==> src/sap_pkg.sv <==
// package for the serial audio pin sharing block
package sap_pkg;
   localparam int NUM_PINS = 4;
   localparam int GPIO2_LSB = 8;
   localparam int GPIO2_MSB = 11;
   localparam int FIRST_GPIO_LSB = 8;
   localparam logic [3:0] RESET_GPIO_DIR = 4'h0;
   localparam logic [3:0] RESET_GPIO_EN = 4'h0;
   localparam logic [3:0] RESET_RX_SEL = 4'h0;

   // pin ownership, one-hot
   typedef enum logic [2:0] {
      SAP_OWN_GPIO = 3'h1,
      SAP_OWN_PRIMARY = 3'h2,
      SAP_OWN_SECOND = 3'h4
   } sap_owner_e;

   // one audio port facing the pins
   typedef struct packed {
      logic [3:0] tx_data;
      logic [3:0] tx_en;
   } sap_port_out_s;

   // pad drive toward the pins
   typedef struct packed {
      logic [3:0] out;
      logic [3:0] oe;
   } sap_pad_s;
endpackage

==> src/sap_pin_share.sv <==
// pin sharing for the four shared serial audio data pins
// Behaviour
// - primary lines 3,2 as transmitters drive pins from tx shift regs 3,2
// - pins 1,0 always carry tx shift regs 1,0 when primary owns them
// - primary lines 2,3 as receivers capture pins into rx shift regs 2,3
// - second port enabled routes pins to its outputs 0-3, inputs 2,3
// - primary gpio mode: each pin input, output or disconnected
// - second port gpio presents pins as second gpio bits 8 to 11
// - after reset every pin is gpio and disconnected
module sap_pin_share (
   input wire logic i_clk,
   input wire logic i_reset,
   input wire logic i_ce,
   input wire logic i_primary_en,
   input wire logic i_primary_gpio,
   input wire logic [3:0] i_primary_rx_sel,
   input wire sap_pkg::sap_port_out_s i_primary,
   input wire logic i_second_en,
   input wire logic i_second_gpio,
   input wire sap_pkg::sap_port_out_s i_second,
   input wire logic [3:0] i_gpio_en,
   input wire logic [3:0] i_gpio_dir,
   input wire logic [3:0] i_gpio_out,
   input wire logic [3:0] i_pin_in,
   output sap_pkg::sap_pad_s o_pad,
   output logic [3:0] o_primary_rx,
   output logic [3:0] o_second_rx,
   output logic [3:0] o_first_gpio_in,
   output logic [3:0] o_second_gpio_in,
   output sap_pkg::sap_owner_e o_owner
);
   logic [3:0] pin_meta_ff;
   logic [3:0] pin_sync_ff;
   sap_pkg::sap_owner_e owner_ff;
   sap_pkg::sap_owner_e nxt_owner;
   logic gpio_second_ff;
   logic [3:0] gpio_en_ff;
   logic [3:0] gpio_dir_ff;
   logic [3:0] gpio_out_ff;
   logic [3:0] rx_sel_ff;
   sap_pkg::sap_pad_s nxt_pad;
   sap_pkg::sap_pad_s pad_ff;

   // pin synchroniser
   always_ff @(posedge i_clk or posedge i_reset) begin
      if (i_reset) begin
         pin_meta_ff <= 4'h0;
         pin_sync_ff <= 4'h0;
      end else if (i_ce) begin
         pin_meta_ff <= i_pin_in;
         pin_sync_ff <= pin_meta_ff;
      end
   end

   always_comb begin
      if (i_second_en && !i_second_gpio) begin
         nxt_owner = sap_pkg::SAP_OWN_SECOND;
      end else if (i_primary_en && !i_primary_gpio && !i_second_en) begin
         nxt_owner = sap_pkg::SAP_OWN_PRIMARY;
      end else begin
         nxt_owner = sap_pkg::SAP_OWN_GPIO;
      end
   end

   always_ff @(posedge i_clk or posedge i_reset) begin
      if (i_reset) begin
         owner_ff <= sap_pkg::SAP_OWN_GPIO;
         gpio_second_ff <= 1'b0;
      end else if (i_ce) begin
         owner_ff <= nxt_owner;
         gpio_second_ff <= i_second_en && i_second_gpio;
      end
   end

   always_ff @(posedge i_clk or posedge i_reset) begin
      if (i_reset) begin
         gpio_en_ff <= sap_pkg::RESET_GPIO_EN;
         gpio_dir_ff <= sap_pkg::RESET_GPIO_DIR;
         gpio_out_ff <= 4'h0;
         rx_sel_ff <= sap_pkg::RESET_RX_SEL;
      end else if (i_ce) begin
         gpio_en_ff <= i_gpio_en;
         gpio_dir_ff <= i_gpio_dir;
         gpio_out_ff <= i_gpio_out;
         rx_sel_ff <= i_primary_rx_sel;
      end
   end

   // pad drive per owner
   always_comb begin
      nxt_pad.out = 4'h0;
      nxt_pad.oe = 4'h0;
      case (owner_ff)
         sap_pkg::SAP_OWN_PRIMARY: begin
            nxt_pad.out = i_primary.tx_data;
            nxt_pad.oe[1:0] = 2'h3;
            nxt_pad.oe[3:2] = i_primary.tx_en[3:2] & ~rx_sel_ff[3:2];
         end
         sap_pkg::SAP_OWN_SECOND: begin
            nxt_pad.out = i_second.tx_data;
            nxt_pad.oe = {i_second.tx_en[3:2], 2'h3};
         end
         sap_pkg::SAP_OWN_GPIO: begin
            nxt_pad.out = gpio_out_ff;
            nxt_pad.oe = gpio_en_ff & gpio_dir_ff;
         end
         default: begin
            nxt_pad.out = 4'h0;
            nxt_pad.oe = 4'h0;
         end
      endcase
   end

   always_ff @(posedge i_clk or posedge i_reset) begin
      if (i_reset) begin
         pad_ff <= '0;
      end else if (i_ce) begin
         pad_ff <= nxt_pad;
      end
   end

   // input routing
   always_ff @(posedge i_clk or posedge i_reset) begin
      if (i_reset) begin
         o_primary_rx <= 4'h0;
         o_second_rx <= 4'h0;
         o_first_gpio_in <= 4'h0;
         o_second_gpio_in <= 4'h0;
      end else if (i_ce) begin
         o_primary_rx <= (owner_ff == sap_pkg::SAP_OWN_PRIMARY) ?
            {pin_sync_ff[3:2] & rx_sel_ff[3:2], 2'h0} : 4'h0;
         o_second_rx <= (owner_ff == sap_pkg::SAP_OWN_SECOND) ?
            {pin_sync_ff[3:2], 2'h0} : 4'h0;
         if (owner_ff == sap_pkg::SAP_OWN_GPIO) begin
            o_first_gpio_in <= gpio_second_ff ? 4'h0 :
               (pin_sync_ff & gpio_en_ff & ~gpio_dir_ff);
            o_second_gpio_in <= gpio_second_ff ?
               (pin_sync_ff & gpio_en_ff & ~gpio_dir_ff) : 4'h0;
         end else begin
            o_first_gpio_in <= 4'h0;
            o_second_gpio_in <= 4'h0;
         end
      end
   end

   assign o_pad = pad_ff;
   assign o_owner = owner_ff;
endmodule

==> config.mk <==
export PLATFORM = sky130hd
export DESIGN_NAME = sap_pin_share
export DESIGN_NICKNAME = d
export VERILOG_FILES = /design/src/sap_pkg.sv /design/src/sap_pin_share.sv
export SDC_FILE = /design/constraint.sdc
export NUM_CORES = 1
export LEC_CHECK = 0
export ABC_AREA = 1
export BUFFER_PORTS_ARGS = -buffer_cell sky130_fd_sc_hd__buf_2
export CELL_PAD_IN_SITES_DETAIL_PLACEMENT = 1
export CELL_PAD_IN_SITES_GLOBAL_PLACEMENT = 1
export CORE_MARGIN = 2
export CORE_UTILIZATION = 39
export DETAILED_ROUTE_END_ITERATION = 16
export GPL_TIMING_DRIVEN = 0
export PLACE_DENSITY = 0.84
export SKIP_LAST_GASP = 1
export SLEW_MARGIN = 40
export SYNTH_ARGS = -nofsm -noshare
export SYNTH_HDL_FRONTEND = slang
export SYNTH_SLANG_ARGS = --single-unit
==> constraint.sdc <==
create_clock -name i_clk -period 4.4 [get_ports i_clk]
set_clock_uncertainty 0.05 [all_clocks]
set_input_delay 0.88 -clock i_clk [delete_from_list [all_inputs] [get_ports i_clk]]
set_output_delay 0.88 -clock i_clk [all_outputs]
set_load 0.02 [all_outputs]
==> impl_metrics.ini, run 1 <==
[setup_path]
critPathRequiredTime_ns = 3.47
path_class = reg2out
critPathMaxStageDelay_ns = 0.52
cp_top_family = flip-flops
cp-start-kind = flip-flop
crit_chain = buf_2
rr_endpoint = o_pad[4]$_DFFE_PP0P_
cp-end-kind = output port
crit_buf_inv = 1
cp_max_fo = 5
critPathArrivalTime_ns = 1.04
critPathSlowestCell = dfrtp_1
r2r_start = o_owner[0]$_DFFE_PP1P_
r2r_setup_slack_ns = 3.04
reg2reg_depth = 6

[pwr]
power.density_nw_per_um2 = 369.0
ir_drop_mv = 0.1814
swShare = 0.2847
leakagePower_nw = 1.412
seqPwrFrac = 0.505
p_clk_frac = 0.326
p_switching_mw = 0.2715
pwr-share-comb = 0.170
power.internal_mw = 0.6824

[die]
core_area_um2 = 5107
io-pin-count = 70
die-area_um2 = 5891
die_x_um = 76.76
num_rows = 26
initial_core_util = 0.4042
die_h_um = 76.76

[clock_tree]
clkTransAtPathRegs_ns = 0.08
cts_tree = built
hold_buffers = 0
htree_levels = 2
cts-resized-gates = 0
cts_made_buffers = 5
clk_latency_ns = 0.30
cts_max_path_buffers = 2
cts-root-buf = clkbuf_8
post_cts_buffers = 0
cts.sinks = 46

[grt]
antenna_found_initial = 0
grt_util_all_layers = 0.1934
grt-ovfl-total = 0
grt_pass1_vias = 1841
grt_pass1_wl_um = 8990
grt_max_degree = 29

[placed_design]
dp_cells = 371
dp_slack_ns = 2.530
place_congestion = 0.8147
hpwl_um = 4091
port_buffers = 58

[logic_synthesis]
synth_area_leader_cell = dfrtp_1
synth_top_family_by_area = simple AND/OR/NAND/NOR gates
yosys.area_share.simple = 0.2830
synthCells = 239
mappedNetlistArea_um2 = 2064
synthMuxAreaShare = 0
synth_edf_count = 0
synth_compound_area_frac = 0.07030
yosysWarnings = 0
synth.most_common_cell = nand2_1
async_flop_share = 1.000
synth_common_cells = nand2_1, dfrtp_1, nand3_1
ys_seq_elements = 46
synthTopCellsByArea = dfrtp_1, nand2_1, nand3_1
synth_flop_cell = dfrtp_1
yosysTopAreaCellShare = 0.5455
avgSynthCellArea_um2 = 8.638
ys_seq_area_frac = 0.5582
synthAdderAreaFrac = 0
synth_xor_area_frac = 0
ys_types = 23

[sta]
setup_violations = 0
rsz0062_at_grt = false
final.setup.tns_ns = 0
fmax_ghz = 0.5087
holdWs_ns = 0.4297
relSlewSlack = 0.6078
hold_viol_final = 0
worst_pin_slew_ns = 0.5882
min_period_ns = 1.966
fin_ws_ns = 2.434
finalCritPeriodShare = 0.4468
final-max-slew-violation-count = 0

[worst_hold_path]
hp-start = pin_meta_ff[2]$_DFFE_PP0P_
hold_class = reg2reg
min_to = pin_meta_ff[2]$_DFFE_PP0P_
min_path_cells = 2

[detailed_routing]
drtPass1Iterations = 4
wl_per_cell_um = 14.16
drc = 0
wirelength_um = 5365
viasPerCell = 4.728
drtIter0Drc = 111
ant_nets = 0
vias = 1792

[final_layout]
post-route-util = 0.5061
multi_input_area_um2 = 744.5
diodes = 0
area_growth_syn_to_layout_pct = 25.21
stdcell_count = 379
drive_gt1_frac = 0.3074
seqCellArea_um2 = 1152
finalNetCount = 351
n_fill_cell = 647

[job]
cap_violations = 0

[outcome]
outcome = complete, no violations
cells by family after synthesis:
family,count (synthesis)
buf+inv,33
other cells,1
simple gates,131
compound gates,28
flops,46
cell type report:
cell class,instances,share of cell area
multi-input cells,163,0.2880
repair buffers,59,0.1200
flip-flops and latches,46,0.4458
clock inverters,3,0.01549
clock buffers,5,0.02662
well taps,70,0.03388
plain buffers,14,0.04066
inverters,19,0.02953
per-stage QoR:
stage | instance area, um2 | power (mW)
finish | 2585 | 0.9539
global route | 2585 | 1.004
CTS | 2585 | 0.9642
detailed placement | 2476 | 0.6535
global placement | 2454 | 0.6435
floorplan | 2076 | 0.5888
per-layer routing:
metal	vias up	wire, um	GRT usage
met4	0	44	0.04364
met3	4	225	0.03529
met5	-	0	0
li1	890	-	-
met2	46	2747	0.3211
met1	852	2348	0.2642
worst max-delay path by stage:
stage | from | endpoint | depth (start not counted)
detailed placement | i_ce | gpio_en_ff[3]$_DFFE_PP0P_ | 4
floorplan | i_reset | gpio_dir_ff[0]$_DFFE_PP0P_ | 1
global placement | i_reset | o_pad[3]$_DFFE_PP0P_ | 2
CTS | o_owner[1]$_DFFE_PP0P_ | o_owner[1] | 1
global route | o_owner[1]$_DFFE_PP0P_ | o_owner[1] | 1
finish | o_owner[1]$_DFFE_PP0P_ | o_owner[1] | 1
power by group through the flow:
| stage | Clock [mW] | Sequential, mW | Combinational, mW |
|---|---|---|---|
| 2_1_floorplan | 0 | 0.502 | 0.0868 |
| 3_3_place_gp | 0 | 0.487 | 0.156 |
| 3_5_place_dp | 0 | 0.490 | 0.163 |
| 4_1_cts | 0.318 | 0.482 | 0.164 |
| 5_1_grt | 0.336 | 0.486 | 0.182 |
| 6_report | 0.311 | 0.481 | 0.162 |
state kept, by name, indices dropped and copies added, names as in the netlist, 3 cells and up:
name              count
o_second_gpio_in      4
pin_sync_ff           4
gpio_dir_ff           4
gpio_out_ff           4
o_first_gpio_in       4
o_pad                 8
o_owner               3
gpio_en_ff            4
pin_meta_ff           4
cell usage in the layout, fill, tap and decap left out:
| master | synthesis | routed |
|---|---|---|
| dfstp_2 | 1 | 1 |
| nor3_4 | 1 | 1 |
| a21oi_1 | 3 | 3 |
| nand3_2 | 2 | 2 |
| o21ai_1 | 9 | 9 |
| conb_1 | 1 | 4 |
| o31ai_1 | 1 | 1 |
| buf_2 | 3 | 61 |
| inv_1 | 14 | 13 |
| dfrtp_1 | 45 | 45 |
| nor2_8 | 1 | 1 |
| inv_2 | 4 | 4 |
| inv_4 | 1 | 2 |
| buf_12 | 0 | 1 |
| nand2_2 | 1 | 1 |
| nand3_1 | 33 | 33 |
| o21ai_0 | 13 | 13 |
| clkbuf_1 | 1 | 1 |
| nor2_1 | 5 | 5 |
| bufinv_16 | 0 | 1 |
| buf_6 | 3 | 3 |
| buf_4 | 7 | 7 |
| clkinv_2 | 0 | 2 |
| nor2_2 | 3 | 3 |
| nand2_1 | 85 | 85 |
| clkbuf_8 | 0 | 5 |
| o22ai_1 | 2 | 2 |
Note: power is estimated with default switching activity, not from simulation.
==> run 2, diff against run 1 <==
--- a/config.mk
+++ b/config.mk
@@ -10,10 +10,10 @@
 export CELL_PAD_IN_SITES_DETAIL_PLACEMENT = 1
 export CELL_PAD_IN_SITES_GLOBAL_PLACEMENT = 1
 export CORE_MARGIN = 2
-export CORE_UTILIZATION = 39
+export CORE_UTILIZATION = 32
 export DETAILED_ROUTE_END_ITERATION = 16
 export GPL_TIMING_DRIVEN = 0
-export PLACE_DENSITY = 0.84
+export PLACE_DENSITY = 0.74
 export SKIP_LAST_GASP = 1
 export SLEW_MARGIN = 40
 export SYNTH_ARGS = -nofsm -noshare
==> constraint.sdc (replaced) <==
create_clock -name i_clk -period 1.8 [get_ports i_clk]
set_clock_uncertainty 0.05 [all_clocks]
set_input_delay 0.36 -clock i_clk [delete_from_list [all_inputs] [get_ports i_clk]]
set_output_delay 0.36 -clock i_clk [all_outputs]
set_load 0.02 [all_outputs]
==> run 2 against run 1 <==
Final cell count rose by 2.1%. Core utilization shrank 9.5 points. Via count grew 1.1%. Clock power grew 98%. Largest power group unchanged. Sequential share of layout area up 0.11 points.
==> impl_metrics.ini, run 2 (same netlist as run 1, synthesis figures left out) <==
[detailed_routing]
wl_per_cell_um = 14.03
vias = 1811
ant_nets = 0
wirelength_um = 5431
drtPass1Iterations = 4
drtIter0Drc = 55
viasPerCell = 4.680
drc = 0

[setup_path]
critPathArrivalTime_ns = 1.06
cp-start-kind = flip-flop
crit_buf_inv = 1
critPathSlowestCell = dfrtp_1
cp.depth = 1
critPathRequiredTime_ns = 1.39
cp_max_fo = 5
critPathMaxStageDelay_ns = 0.53
path_class = reg2out
crit_chain = buf_2
reg2reg_depth = 4
r2r_setup_slack_ns = 0.41
cp_top_family = flip-flops
cp-end-kind = output port

[die]
initial_core_util = 0.3289
num_rows = 29
io-pin-count = 70
core_area_um2 = 6277
die-area_um2 = 7110
die_x_um = 84.32
die_h_um = 84.32

[sta]
fmax_ghz = 0.6799
setup_violations = 0
relSlewSlack = 0.6323
final.setup.tns_ns = 0
final-max-slew-violation-count = 0
worst_pin_slew_ns = 0.5516
finalCritPeriodShare = 0.8171
hold_viol_final = 0
rsz0062_at_grt = false
min_period_ns = 1.471

[clock_tree]
cts_made_buffers = 5
htree_levels = 2
cts-root-buf = clkbuf_8
clkTransAtPathRegs_ns = 0.08
cts_tree = built
cts.sinks = 46
clk_latency_ns = 0.30
cts_max_path_buffers = 2

[final_layout]
finalNetCount = 352
n_fill_cell = 792
final_common_cell = nand2_1
diodes = 0
area_growth_syn_to_layout_pct = 24.91
post-route-util = 0.4108
largest_reg_flops = 8
drive_gt1_frac = 0.3000
final_cell_mix = nand2_1, buf_2, dfrtp_1, nand3_1

[grt]
antenna_found_initial = 0
grt-ovfl-total = 0
grt_pass1_wl_um = 9142
grt_util_all_layers = 0.1623
grt_pass1_vias = 1929
grt_max_degree = 28

[outcome]
outcome = complete, no violations

[worst_hold_path]
hold_class = in2reg
min_path_cells = 3

[pwr]
power_mw = 2.186
leakagePower_nw = 1.397
power.density_nw_per_um2 = 847.7
ir_drop_mv = 0.2735

[job]
cap_violations = 0

[placed_design]
place_congestion = 0.7801
hpwl_um = 4156
port_buffers = 58
[run 2: cell count changes in the layout (fill, tap and decap cells not counted), sizes merged]
cell and change:
clkbuf +2, dlygate4sd3 +1, clkinv -2, bufinv -1
clkinvlp +1
[run 2: layer usage]
layer | share of wire | GRT usage
met5 | 0 | 0
met4 | 0.016 | 0.05718
met3 | 0.040 | 0.03736
met2 | 0.50 | 0.2778
met1 | 0.45 | 0.2011
[run 2: worst min-delay path: cells and delay by family]
kind	cells	cell delay (ns)
simple gates	2	0.09
buf+inv	1	0.07
[run 2: area by class of cell]
cell class / count / area, um2 / area share
flip-flops and latches: 46 / 1152 / 0.4469
multi-input cells: 163 / 744.5 / 0.2887
repair buffers: 60 / 320.3 / 0.1242
plain buffers: 14 / 105.1 / 0.04076
well taps: 77 / 96.34 / 0.03736
clock buffers: 7 / 76.32 / 0.02960
inverters: 19 / 76.32 / 0.02960
clock inverters: 1 / 7.507 / 0.002911
[run 2: what timing repair did]
item / 4_1_cts / 5_1_grt
hold endpoints to repair: 18 / 0
buffers inserted: 0 / 0
hold buffers: 1 / 0
gates resized for setup: 0 / 0
[run 2: metrics by stage]
stage / hold slack [ns] / setup slack [ns] / std cells / area (um2)
after floorplan: 0.3917 / 0.3039 / 242 / 2076
after global placement: 0.4042 / -0.3596 / 377 / 2462
after detailed placement: 0.2826 / 0.4139 / 378 / 2485
after CTS: 0.1946 / 0.3168 / 387 / 2579
after global routing: 0.2142 / 0.2998 / 387 / 2579
final: 0.2021 / 0.3292 / 387 / 2579
[run 2: report_power, final]
group          switching, mW  leakage, nW  internal (mW)
clock network          0.341       0.0385          0.275
registers             0.0578        0.588           1.12
logic                  0.252        0.770          0.143
[run 2: final timing paths]
path	start	endpoint
hold / removal	i_pin_in[2]	pin_meta_ff[2]$_DFFE_PP0P_
hold reg to reg	gpio_out_ff[1]$_DFFE_PP0P_	gpio_out_ff[1]$_DFFE_PP0P_
setup / recovery	o_owner[1]$_DFFE_PP0P_	o_owner[1]
min in group asynchronous	i_reset	gpio_en_ff[2]$_DFFE_PP0P_
max in group asynchronous	i_reset	o_second_rx[3]$_DFFE_PP0P_
setup reg to reg	o_owner[0]$_DFFE_PP1P_	o_second_gpio_in[1]$_DFFE_PP0P_
